===== src/hw/ipc_pkg.sv =====
// Package: register map, field layouts and timing constants of the configuration slice
package ipc_pkg;
   // ----------------------------------------------------------------------
   // ----------------------------------------------------------------------

   // ----------------------------------------------------------------------
   // Register indices; byte address is four times the index
   // ----------------------------------------------------------------------
   localparam logic [9:0] IPC_IDX_FWD = 10'h017;
   localparam logic [9:0] IPC_IDX_HIGH = 10'h018;
   localparam logic [9:0] IPC_IDX_LOW = 10'h019;
   localparam logic [9:0] IPC_IDX_PATH = 10'h01a;

   // Reset values
   localparam logic [7:0] IPC_FWD_RST = 8'h1e;
   localparam logic [7:0] IPC_SCL_RST = 8'h7f;
   localparam logic [7:0] IPC_PATH_RST = 8'h01;

   // Field positions
   localparam int IPC_FWD_PASS_BIT = 7;
   localparam int IPC_PATH_AUX_BIT = 3;
   localparam int IPC_PATH_WIDE_BIT = 1;
   localparam int IPC_PATH_SURR_BIT = 0;

   // ----------------------------------------------------------------------
   // Timing; one clock cycle stands for one oscillator period
   // ----------------------------------------------------------------------
   localparam int IPC_CLK_PERIOD_NS = 40;
   localparam int IPC_HOLD_STEP_NS = 40;
   localparam int IPC_FILT_STEP_NS = 5;
   localparam int IPC_SCL_EXTRA = 5;

   // Forwarding control fields
   typedef struct packed {
      logic pass_all;
      logic [2:0] hold;
      logic [3:0] filt;
   } ipc_fwd_ctrl_t;

   // Payload path controls that software owns
   typedef struct packed {
      logic wide_word_mode;
      logic surround;
   } ipc_path_ctrl_t;

   // Filter depth to cycles, rounded up; a wider reject window is the safe side
   function automatic logic [2:0] ipc_filt_cycles(input logic [3:0] depth);
      int ns;
      ns = int'(depth) * IPC_FILT_STEP_NS;
      return 3'((ns + IPC_CLK_PERIOD_NS - 1) / IPC_CLK_PERIOD_NS);
   endfunction : ipc_filt_cycles

   // Hold steps to cycles
   function automatic logic [2:0] ipc_hold_cycles(input logic [2:0] hold);
      return 3'((int'(hold) * IPC_HOLD_STEP_NS) / IPC_CLK_PERIOD_NS);
   endfunction : ipc_hold_cycles
endpackage : ipc_pkg


===== src/hw/ipc_glitch_filter.sv =====
// Glitch filter: a new level is taken only once it has stood past the limit
`timescale 1ns/1ps
module ipc_glitch_filter #(
   parameter int CW = 3
) (
   input wire logic pclk,
   input wire logic presetn,
   input wire logic raw,
   input wire logic [CW-1:0] limit,
   output logic clean
);
   logic [CW-1:0] cnt;

   // Pulses of limit cycles or fewer never reach clean
   always_ff @(posedge pclk or negedge presetn) begin
      if (!presetn) begin
         clean <= 1'b1;
         cnt <= '0;
      end else if (raw == clean) begin
         cnt <= '0;
      end else if (cnt >= limit) begin
         clean <= raw;
         cnt <= '0;
      end else begin
         cnt <= cnt + 1'b1;
      end
   end
endmodule : ipc_glitch_filter


===== src/hw/ipc_cfg.sv =====
// Forwarding, master timing and payload path configuration with an APB slave
`timescale 1ns/1ps
module ipc_cfg
   import ipc_pkg::*;
(
   input wire logic pclk,
   input wire logic presetn,
   input wire logic psel,
   input wire logic penable,
   input wire logic pwrite,
   input wire logic [11:0] paddr,
   input wire logic [31:0] pwdata,
   output logic [31:0] prdata,
   output logic pready,
   output logic pslverr,
   input wire logic second_port_select,
   input wire logic [6:0] own_target_id,
   input wire logic [6:0] remote_deser_id,
   input wire logic [6:0] remote_target_id,
   input wire logic access_valid,
   input wire logic [6:0] access_target_id,
   output logic forward_port0,
   output logic forward_port1,
   input wire logic scl_in,
   input wire logic sda_in,
   output logic scl_filtered,
   output logic sda_sampled,
   input wire logic master_enable,
   output logic scl_out_oe,
   input wire logic target_stretch_req,
   input wire logic target_data_ready,
   output logic target_scl_oe,
   input wire logic aux_audio_strap,
   input wire logic repeater_mode,
   input wire logic inband_surround_detect,
   input wire logic data_island_transport,
   output logic wide_word_mode,
   output logic surround_audio_en
);
   typedef enum logic [1:0] {MS_IDLE, MS_HIGH, MS_LOW} ipc_ms_t;
   typedef enum logic [1:0] {TS_IDLE, TS_WAIT, TS_SETUP} ipc_ts_t;

   ipc_fwd_ctrl_t fwd;
   logic pass_all_p1;
   logic [7:0] clk_high;
   logic [7:0] clk_low;
   ipc_path_ctrl_t path;
   logic aux_audio;
   logic strap_taken;
   logic [7:0] sda_pipe;
   logic sda_filt;
   ipc_ms_t ms_state, next_ms;
   logic [8:0] ms_cnt, next_ms_cnt;
   ipc_ts_t ts_state, next_ts;
   logic [8:0] ts_cnt, next_ts_cnt;

   // ----------------------------------------------------------------------
   // APB decode
   // ----------------------------------------------------------------------
   wire [9:0] word_idx = paddr[11:2];
   wire hit_fwd = (word_idx == IPC_IDX_FWD);
   wire hit_high = (word_idx == IPC_IDX_HIGH);
   wire hit_low = (word_idx == IPC_IDX_LOW);
   wire hit_path = (word_idx == IPC_IDX_PATH);
   wire hit_any = hit_fwd | hit_high | hit_low | hit_path;
   wire access_ph = psel & penable & !pready;
   wire commit = psel & penable & pready;
   wire wr_ok = commit & pwrite & !pslverr;
   wire pass_view = second_port_select ? pass_all_p1 : fwd.pass_all;
   wire [7:0] path_view = {4'h0, aux_audio, 1'b0, path};
   wire [7:0] rd_byte = hit_fwd ? {pass_view, fwd.hold, fwd.filt} :
                        hit_high ? clk_high :
                        hit_low ? clk_low :
                        hit_path ? path_view : 8'h00;

   // One wait state per transfer; unmapped words answer with pslverr
   always_ff @(posedge pclk or negedge presetn) begin
      if (!presetn) begin
         pready <= 1'b0;
         pslverr <= 1'b0;
         prdata <= 32'h0000_0000;
      end else begin
         pready <= access_ph;
         pslverr <= access_ph & !hit_any;
         prdata <= (access_ph & !pwrite) ? {24'h00_0000, rd_byte} : 32'h0000_0000;
      end
   end

   // ----------------------------------------------------------------------
   // Register file
   // ----------------------------------------------------------------------
   // Writes land only at the completing edge
   always_ff @(posedge pclk or negedge presetn) begin
      if (!presetn) begin
         fwd <= IPC_FWD_RST;
         pass_all_p1 <= IPC_FWD_RST[IPC_FWD_PASS_BIT];
         clk_high <= IPC_SCL_RST;
         clk_low <= IPC_SCL_RST;
         path <= {IPC_PATH_RST[IPC_PATH_WIDE_BIT], IPC_PATH_RST[IPC_PATH_SURR_BIT]};
      end else if (wr_ok) begin
         if (hit_fwd) begin
            fwd.hold <= pwdata[6:4];
            fwd.filt <= pwdata[3:0];
            if (second_port_select) begin
               pass_all_p1 <= pwdata[IPC_FWD_PASS_BIT];
            end else begin
               fwd.pass_all <= pwdata[IPC_FWD_PASS_BIT];
            end
         end
         if (hit_high) begin
            clk_high <= pwdata[7:0];
         end
         if (hit_low) begin
            clk_low <= pwdata[7:0];
         end
         if (hit_path) begin
            path <= {pwdata[IPC_PATH_WIDE_BIT], pwdata[IPC_PATH_SURR_BIT]};
         end
      end
   end

   // Strap caught once after release; a reset cannot sample a pin
   always_ff @(posedge pclk or negedge presetn) begin
      if (!presetn) begin
         aux_audio <= 1'b0;
         strap_taken <= 1'b0;
      end else if (!strap_taken) begin
         aux_audio <= aux_audio_strap;
         strap_taken <= 1'b1;
      end
   end

   // ----------------------------------------------------------------------
   // Forwarding decision
   // ----------------------------------------------------------------------
   function automatic logic fwd_decide(input logic pass, input logic [6:0] id);
      if (pass) begin
         return id != own_target_id;
      end
      return (id == remote_deser_id) || (id == remote_target_id);
   endfunction : fwd_decide

   wire next_fwd0 = access_valid & fwd_decide(fwd.pass_all, access_target_id);
   wire next_fwd1 = access_valid & fwd_decide(pass_all_p1, access_target_id);

   // One pulse per forwarded access, per port
   always_ff @(posedge pclk or negedge presetn) begin
      if (!presetn) begin
         forward_port0 <= 1'b0;
         forward_port1 <= 1'b0;
      end else begin
         forward_port0 <= next_fwd0;
         forward_port1 <= next_fwd1;
      end
   end

   // ----------------------------------------------------------------------
   // Input conditioning
   // ----------------------------------------------------------------------
   wire [2:0] filt_cyc = ipc_filt_cycles(fwd.filt);
   wire [2:0] hold_cyc = ipc_hold_cycles(fwd.hold);

   ipc_glitch_filter #(.CW(3)) u_scl_filt (
      .pclk(pclk),
      .presetn(presetn),
      .raw(scl_in),
      .limit(filt_cyc),
      .clean(scl_filtered)
   );

   ipc_glitch_filter #(.CW(3)) u_sda_filt (
      .pclk(pclk),
      .presetn(presetn),
      .raw(sda_in),
      .limit(filt_cyc),
      .clean(sda_filt)
   );

   // SDA delay line; resolution is one clock, 40 ns
   wire sda_tap = (hold_cyc == 3'd0) ? sda_filt : sda_pipe[hold_cyc - 3'd1];

   always_ff @(posedge pclk or negedge presetn) begin
      if (!presetn) begin
         sda_pipe <= 8'hff;
         sda_sampled <= 1'b1;
      end else begin
         sda_pipe <= {sda_pipe[6:0], sda_filt};
         sda_sampled <= sda_tap;
      end
   end

   // ----------------------------------------------------------------------
   // Local master SCL generator
   // ----------------------------------------------------------------------
   wire [8:0] high_load = 9'(clk_high) + 9'(IPC_SCL_EXTRA - 1);
   wire [8:0] low_load = 9'(clk_low) + 9'(IPC_SCL_EXTRA - 1);

   // High phase pauses while another device holds SCL low
   always_comb begin
      next_ms = ms_state;
      next_ms_cnt = ms_cnt;
      unique case (ms_state)
         MS_IDLE: begin
            if (master_enable) begin
               next_ms = MS_HIGH;
               next_ms_cnt = high_load;
            end
         end
         MS_HIGH: begin
            if (scl_filtered) begin
               if (ms_cnt == 9'd0) begin
                  next_ms = MS_LOW;
                  next_ms_cnt = low_load;
               end else begin
                  next_ms_cnt = ms_cnt - 9'd1;
               end
            end
         end
         MS_LOW: begin
            if (ms_cnt == 9'd0) begin
               next_ms = master_enable ? MS_HIGH : MS_IDLE;
               next_ms_cnt = high_load;
            end else begin
               next_ms_cnt = ms_cnt - 9'd1;
            end
         end
      endcase
   end

   always_ff @(posedge pclk or negedge presetn) begin
      if (!presetn) begin
         ms_state <= MS_IDLE;
         ms_cnt <= 9'd0;
         scl_out_oe <= 1'b0;
      end else begin
         ms_state <= next_ms;
         ms_cnt <= next_ms_cnt;
         scl_out_oe <= (next_ms == MS_LOW);
      end
   end

   // ----------------------------------------------------------------------
   // Target-side clock stretch over the control channel
   // ----------------------------------------------------------------------
   always_comb begin
      next_ts = ts_state;
      next_ts_cnt = ts_cnt;
      unique case (ts_state)
         TS_IDLE: begin
            if (target_stretch_req) begin
               next_ts = TS_WAIT;
            end
         end
         TS_WAIT: begin
            if (target_data_ready) begin
               next_ts = TS_SETUP;
               next_ts_cnt = low_load;
            end
         end
         TS_SETUP: begin
            if (ts_cnt == 9'd0) begin
               next_ts = TS_IDLE;
            end else begin
               next_ts_cnt = ts_cnt - 9'd1;
            end
         end
      endcase
   end

   always_ff @(posedge pclk or negedge presetn) begin
      if (!presetn) begin
         ts_state <= TS_IDLE;
         ts_cnt <= 9'd0;
         target_scl_oe <= 1'b0;
      end else begin
         ts_state <= next_ts;
         ts_cnt <= next_ts_cnt;
         target_scl_oe <= (next_ts != TS_IDLE);
      end
   end

   // ----------------------------------------------------------------------
   // Payload path outputs
   // ----------------------------------------------------------------------
   // Repeater detection outranks software; non-island transport cannot carry it
   wire surround_pick = repeater_mode ? inband_surround_detect : path.surround;
   wire next_surround = data_island_transport & surround_pick;

   always_ff @(posedge pclk or negedge presetn) begin
      if (!presetn) begin
         wide_word_mode <= 1'b0;
         surround_audio_en <= 1'b0;
      end else begin
         wide_word_mode <= path.wide_word_mode;
         surround_audio_en <= next_surround;
      end
   end

   // ----------------------------------------------------------------------
   // Checks
   // ----------------------------------------------------------------------
   logic [8:0] hi_len, lo_len, su_len;

   // Phase length counters seen only by the checks
   always_ff @(posedge pclk or negedge presetn) begin
      if (!presetn) begin
         hi_len <= 9'd0;
         lo_len <= 9'd0;
         su_len <= 9'd0;
      end else begin
         hi_len <= (ms_state == MS_HIGH) ? hi_len + 9'(scl_filtered) : 9'd0;
         lo_len <= (ms_state == MS_LOW) ? lo_len + 9'd1 : 9'd0;
         su_len <= (ts_state == TS_SETUP) ? su_len + 9'd1 : 9'd0;
      end
   end
endmodule : ipc_cfg


===== config.mk =====
export PLATFORM = sky130hd
export DESIGN_NAME = ipc_cfg
export DESIGN_NICKNAME = d
export VERILOG_FILES = /design/src/hw/ipc_pkg.sv /design/src/hw/ipc_glitch_filter.sv /design/src/hw/ipc_cfg.sv
export SDC_FILE = /design/constraint.sdc
export NUM_CORES = 1
export LEC_CHECK = 0
export BUFFER_PORTS_ARGS = -buffer_cell sky130_fd_sc_hd__buf_2
export CORE_MARGIN = 5
export CORE_UTILIZATION = 25
export DETAILED_ROUTE_END_ITERATION = 12
export HOLD_SLACK_MARGIN = 0.15
export PLACE_DENSITY = 0.53
export SYNTH_ARGS = -nofsm -noshare
export SYNTH_HDL_FRONTEND = slang
export SYNTH_SLANG_ARGS = --single-unit

===== constraint.sdc =====
create_clock -name pclk -period 6.8 [get_ports pclk]
set_input_delay 1.02 -clock pclk [delete_from_list [all_inputs] [get_ports pclk]]
set_output_delay 1.02 -clock pclk [all_outputs]
set_load 0.05 [all_outputs]

==> impl_metrics.tcl, run 1 <==
set metrics [dict create \
    hold_viol_final 0 \
    synth_cells 662 \
    drv_cap 0 \
    dp_hpwl_um 11250 \
    postCtsSetupRepairBufs 0 \
    reg2reg_slack_ns 1.91 \
    hold_path_class "flop to flop" \
    final_cell_mix "buf_2, nand2_1, dfrtp_1, o21ai_0, nor2_1" \
    grt_pass1_vias 4686 \
    cts_buffer_depth 2 \
    root_buffer "clkbuf_16" \
    fin_ws_ns 1.911 \
    cts_buffers 9 \
    p_leak_nw 3.052 \
    dpl-instance-area_um2 6626 \
    finalSetupViolations 0 \
    period_minus_slack_ns 4.889 \
    stdcell_area_um2 6900 \
    cp.depth 15 \
    dp.cells 1041 \
    fp.dieH_um 165.0 \
    start_util_pct 25.50 \
    synth-edff-count 0 \
    rows 56 \
    p_per_area_nw_per_um2 275.1 \
    cp_top_family "simple AND/OR/NAND/NOR gates" \
    area_growth_pct 14.92 \
    cp_num_buf_inv 0 \
    cpPeakStageDelay_ns 0.68 \
    clk_latency_ns 0.35 \
    pin_count 130 \
    r2r_start "fwd[4]" \
    vdd_ir_drop_max_uv 246.1 \
    instances_no_fill 1057 \
    setup.worst_path.start "fwd[4]" \
    dr.first_iter.drc_count 266 \
    tns_ns 0 \
    place_ws_ns 1.909 \
    hp-start "sda_pipe[6]" \
    yosys_warnings 0 \
    wirelength_um 14780 \
    coreArea_um2 23540 \
    crit_slowest_cell "dfstp_2" \
    crit_required_ns 7.07 \
    drt_pass1_iterations 4 \
    startpoint_type "flop" \
    worstSetupPathType "flop to flop" \
    report.final.slew_viol_count 0 \
    status "completed" \
    rr_endpoint "sda_sampled" \
    worst_slew_pin_slew_ns 0.9777 \
    cts_tree "built" \
    yosysTopAreaCellShare_pct 22.50 \
    ys_async_sr_fraction_pct 100.0 \
    final_common_cell "buf_2" \
    synthTopCellsByArea "dfrtp_1, dfstp_2, ha_1" \
    total_power_mw 1.899 \
    cpMostUsedCell "ha_1" \
    grt_max_degree 60 \
    diodes 0 \
    endpoint "sda_sampled" \
    final_antenna_net_count 0 \
    remaining_drc_errors 0 \
    min_period_over_period_pct 71.90 \
    finClkSkew_ns 0.008416 \
    layout.nets 863 \
    worstRegToRegCells 15 \
    rsz0062_at_grt "false" \
    grt_use_total_pct 10.83 \
    cts-hold-fix-buffers 0 \
    yosysSeqAreaShare_pct 35.63 \
    avgViaCountPerCell 4.662 \
    synth.distinct_cells 65 \
    syn_area_um2 6005 \
    yosysTopAreaCell "dfrtp_1" \
    synth_area_per_cell_um2 9.070 \
    gp_congestion 0.7917 \
    vias 4928 \
    die_area_um2 27220 \
    end_kind "flop" \
    crit_fanout 18 \
    fp.dieW_um 165.0 \
    overflow 0 \
    post_cts_resized 0 \
    drive_gt1_share_pct 23.31 \
    numClockSinks 84 \
    slew-limit-headroom_pct 34.58 \
    io_buffers 79 \
    clkSlewWorstSetupHoldPaths_ns 0.07 \
    wl_per_cell_um 13.98 \
    antenna_found_initial 1 \
    htreeDepth 3 \
    path_cells "ha_1 > ha_1 > ha_1 > or2_2 > ha_1 > nand2b_1 > o311ai_0 > o21ai_0 > nor2_1 > a211oi_1 > nor3_1 > nor2_2 > mux2_2 > a221oi_1 > a22oi_1" \
    fmax_ghz 0.2045 \
    synth_ff_type "dfrtp_1" \
    ys_ff_latch 84 \
    grt_pass1_wl_um 23810 \
    arrival_ns 5.16 \
]
-- where the power goes --
part | switching, mW | total, mW | leakage (nW) | internal (mW)
clock | 0.215 | 0.466 | 0.138 | 0.251
combinational | 0.441 | 0.709 | 1.90 | 0.267
sequential | 0.0930 | 0.724 | 1.02 | 0.631
total | 0.749 | 1.90 | 3.05 | 1.15
-- kinds of logic after synthesis --
kind of cell	after synthesis	synth area share, %
AOI/OAI and AO/OA	170	17.94
adders and majority gates	42	8.877
xor gates and xnor gates	40	5.834
and+or+nand+nor	203	16.92
DFF	84	35.63
other	2	0.1251
buffers and inverters	80	7.147
muxes	41	7.523
-- cell usage after synthesis, types with 4 or more instances --
master,n
nor4b_1,4
nand2_1,60
and3_1,5
nor2_1,47
buf_4,27
nor2b_1,8
a211oi_1,6
xnor2_1,17
o22ai_1,11
nand3_1,16
nand4_1,5
xor2_1,23
nor3_1,13
nand2b_1,11
inv_1,33
clkbuf_1,14
and2_1,6
a21o_1,8
or3_1,4
mux2_2,33
a21oi_1,38
ha_1,41
o21ai_0,51
dfstp_2,30
dfrtp_1,54
mux2i_1,8
nor4_1,9
a32oi_1,6
a22oi_1,13
-- layout make-up --
class                      count  area [um2]
clock inverter                 6       45.04
sequential                    84        2140
multi-input combinational    521        3528
timing repair buffer          84       435.4
fill                        2557       16640
tap                          319       399.1
clock buffer                  10       229.0
inverter                      33       123.9
-- per-stage QoR --
stage	utilization (%)	hold WS (ns)
2_1_floorplan	-	0.3505
3_3_place_gp	28.15	0.3549
3_5_place_dp	28.15	0.3564
6_report	29.31	0.3645
5_1_grt	29.31	0.3700
4_1_cts	29.31	0.3663
-- worst min path at each step --
| stage | slack (ns) | depth (start not counted) | endpoint |
|---|---|---|---|
| after floorplan | 0.35 | 0 | sda_pipe[4] |
| after global placement | 0.35 | 0 | sda_pipe[7] |
| after detailed placement | 0.36 | 0 | sda_pipe[7] |
| after CTS | 0.37 | 0 | sda_pipe[7] |
| after global routing | 0.37 | 0 | sda_pipe[7] |
| final | 0.36 | 0 | sda_pipe[7] |
-- state kept, by name, summed over array words and instances (netlist names), 2 cells and up --
name            flops
ms_cnt              9
ts_cnt              9
clk_high            8
clk_low             8
fwd                 8
prdata              8
sda_pipe            8
u_scl_filt.cnt      3
u_sda_filt.cnt      3
ms_state            2
path                2
ts_state            2
-- per-layer routing --
metal	track usage, %	vias to the layer above	share of wire (%)
met4	3.819	2	1.5
met5	0	-	0.11
met3	1.772	16	3.9
met2	17.26	97	46
met1	14.84	2343	48
li1	-	2470	-
Note: power is estimated with default switching activity, not from simulation.
==> inputs of run 2 (changes only) <==
- PLACE_DENSITY: 0.53 -> 0.54
- clock period: 6.8 -> 4.2 ns (I/O delays scaled with it)
==> run 2 against run 1 <==
  * Global-route usage up 0.25 points
  * Maximum frequency up 23%
  * Worst setup slack worse by 1.7 ns
  * Clock-buffer cell count up 1
  * Flip-flop and latch count unchanged
  * Largest power group unchanged
==> impl_metrics.tcl, run 2 (same netlist as run 1, synthesis figures left out) <==
set metrics [dict create \
    final_antenna_net_count 0 \
    fmax_ghz 0.2515 \
    finalSetupViolations 0 \
    instances_no_fill 1078 \
    crit_required_ns 4.47 \
    report.final.slew_viol_count 0 \
    postCtsSetupRepairBufs 0 \
    coreArea_um2 23540 \
    layout.nets 883 \
    area_growth_pct 18.75 \
    finClkSkew_ns 0.007108 \
    clk_latency_ns 0.35 \
    crit_fanout 3 \
    gp_congestion 0.8073 \
    remaining_drc_errors 0 \
    hold_path_class "flop to flop" \
    slew-limit-headroom_pct 37.20 \
    period_minus_slack_ns 3.976 \
    root_buffer "clkbuf_16" \
    wl_per_cell_um 13.77 \
    drive_gt1_share_pct 27.04 \
    startpoint_type "flop" \
    wirelength_um 14840 \
    antenna_found_initial 1 \
    end_kind "flop" \
    dr.first_iter.drc_count 285 \
    p_leak_nw 3.170 \
    clkSlewWorstSetupHoldPaths_ns 0.06 \
    avgViaCountPerCell 4.659 \
    drv_cap 0 \
    worstSetupPathType "flop to flop" \
    cts_buffer_depth 2 \
    fp.dieW_um 165.0 \
    io_buffers 79 \
    stdcell_area_um2 7131 \
    arrival_ns 4.25 \
    p_per_area_nw_per_um2 432.6 \
    die_area_um2 27220 \
    vias 5022 \
    grt_use_total_pct 11.07 \
    start_util_pct 25.50 \
    status "completed" \
    overflow 0 \
    grt_pass1_vias 4790 \
    grt_pass1_wl_um 24200 \
    fp.dieH_um 165.0 \
    drt_pass1_iterations 4 \
    pin_count 130 \
    final_common_cell "buf_2" \
    hold_viol_final 0 \
    dpl-instance-area_um2 6777 \
    rows 56 \
    worst_slew_pin_slew_ns 0.9385 \
    whs_ns 0.3633 \
    largest_registers "ms_cnt x9, ts_cnt x9" \
    final_cell_mix "buf_2, nand2_1, dfrtp_1, o21ai_0, nor2_1" \
    htreeDepth 3 \
    dp_hpwl_um 11290 \
    min_period_over_period_pct 94.66 \
    grt_max_degree 66 \
    cts_tree "built" \
    cts_buffers 9 \
    numClockSinks 84 \
    vdd_ir_drop_max_uv 425.6 \
    dp.cells 1061 \
]
==> run 2: cell types whose count changed in the layout (fill, tap and decap cells not counted), moves of 3 or more <==
| cell | previous run | this run |
|---|---|---|
| buf_4 | 6 | 26 |
| a21oi_1 | 38 | 33 |
| a21oi_2 | 1 | 6 |
| inv_4 | 3 | 0 |
==> run 2: power by group <==
group,switching (mW),internal [mW]
Sequential,0.150,1.02
Clock,0.340,0.418
Combinational,0.713,0.442
==> run 2: final timing paths <==
kind	startpoint	to	slack [ns]	cells past startpoint
worst max-delay path	fwd[3]	u_scl_filt.clean	0.22	18
max in group asynchronous	presetn	fwd[4]	2.99	2
worst max register to register	fwd[3]	u_scl_filt.clean	0.22	18
min in group asynchronous	presetn	u_sda_filt.cnt[2]	0.37	1
worst min register to register	sda_pipe[0]	sda_pipe[1]	0.36	0
worst min-delay path	sda_pipe[0]	sda_pipe[1]	0.36	0
==> run 2: what timing repair did <==
| item | in CTS | in global routing |
|---|---|---|
| gates resized for setup | 2 | 13 |
| pin swaps | 0 | 4 |
| setup endpoints to repair | 2 | 9 |
| hold buffers | 0 | 0 |
==> run 2: layout make-up <==
cell class                 count  area, um2
antenna                        1      2.502
clock buffer                  11      242.7
clock inverter                 5      35.03
fill                        2519      16410
inverter                      33      123.9
multi-input combinational    521       3602
sequential                    84       2140
tap                          319      399.1
timing repair buffer         104      585.6
==> run 2: worst max-delay path: stages (launching register included) <==
cell      delay (ns)
dfstp_2         0.54
ha_1            0.22
ha_1            0.31
ha_4            0.27
a21oi_2         0.16
o21bai_1        0.09
a21oi_2         0.17
xnor2_2         0.14
nand2b_4        0.15
ha_1            0.23
nor2b_2         0.16
a21oi_1         0.10
a221oi_2        0.18
a21oi_1         0.09
ha_1            0.27
nand2b_1        0.14
a21o_1          0.18
a21oi_2         0.16
mux2_2          0.35
==> run 2: metrics by stage <==
stage                      TNS, ns  util, %  power, mW  setup slack, ns
after global placement           0    28.78      2.322          0.01880
after floorplan                  0        -      2.053         0.002613
after CTS                        0    29.99      3.112          0.01830
after detailed placement  -0.06755    28.78      2.338         -0.04842
final                            0    30.29      3.085           0.2243
after global routing      -0.01739    30.28      3.331         -0.01739
==> run 2: routing by layer <==
layer / GRT usage (%) / vias to the layer above / wire length, um / part of all wire (%)
met5: 0 / - / 20 / 0.13
met4: 2.609 / 2 / 170 / 1.1
met3: 2.920 / 16 / 794 / 5.3
met2: 17.35 / 119 / 6753 / 45
met1: 15.27 / 2375 / 7105 / 48
li1: - / 2510 / - / -
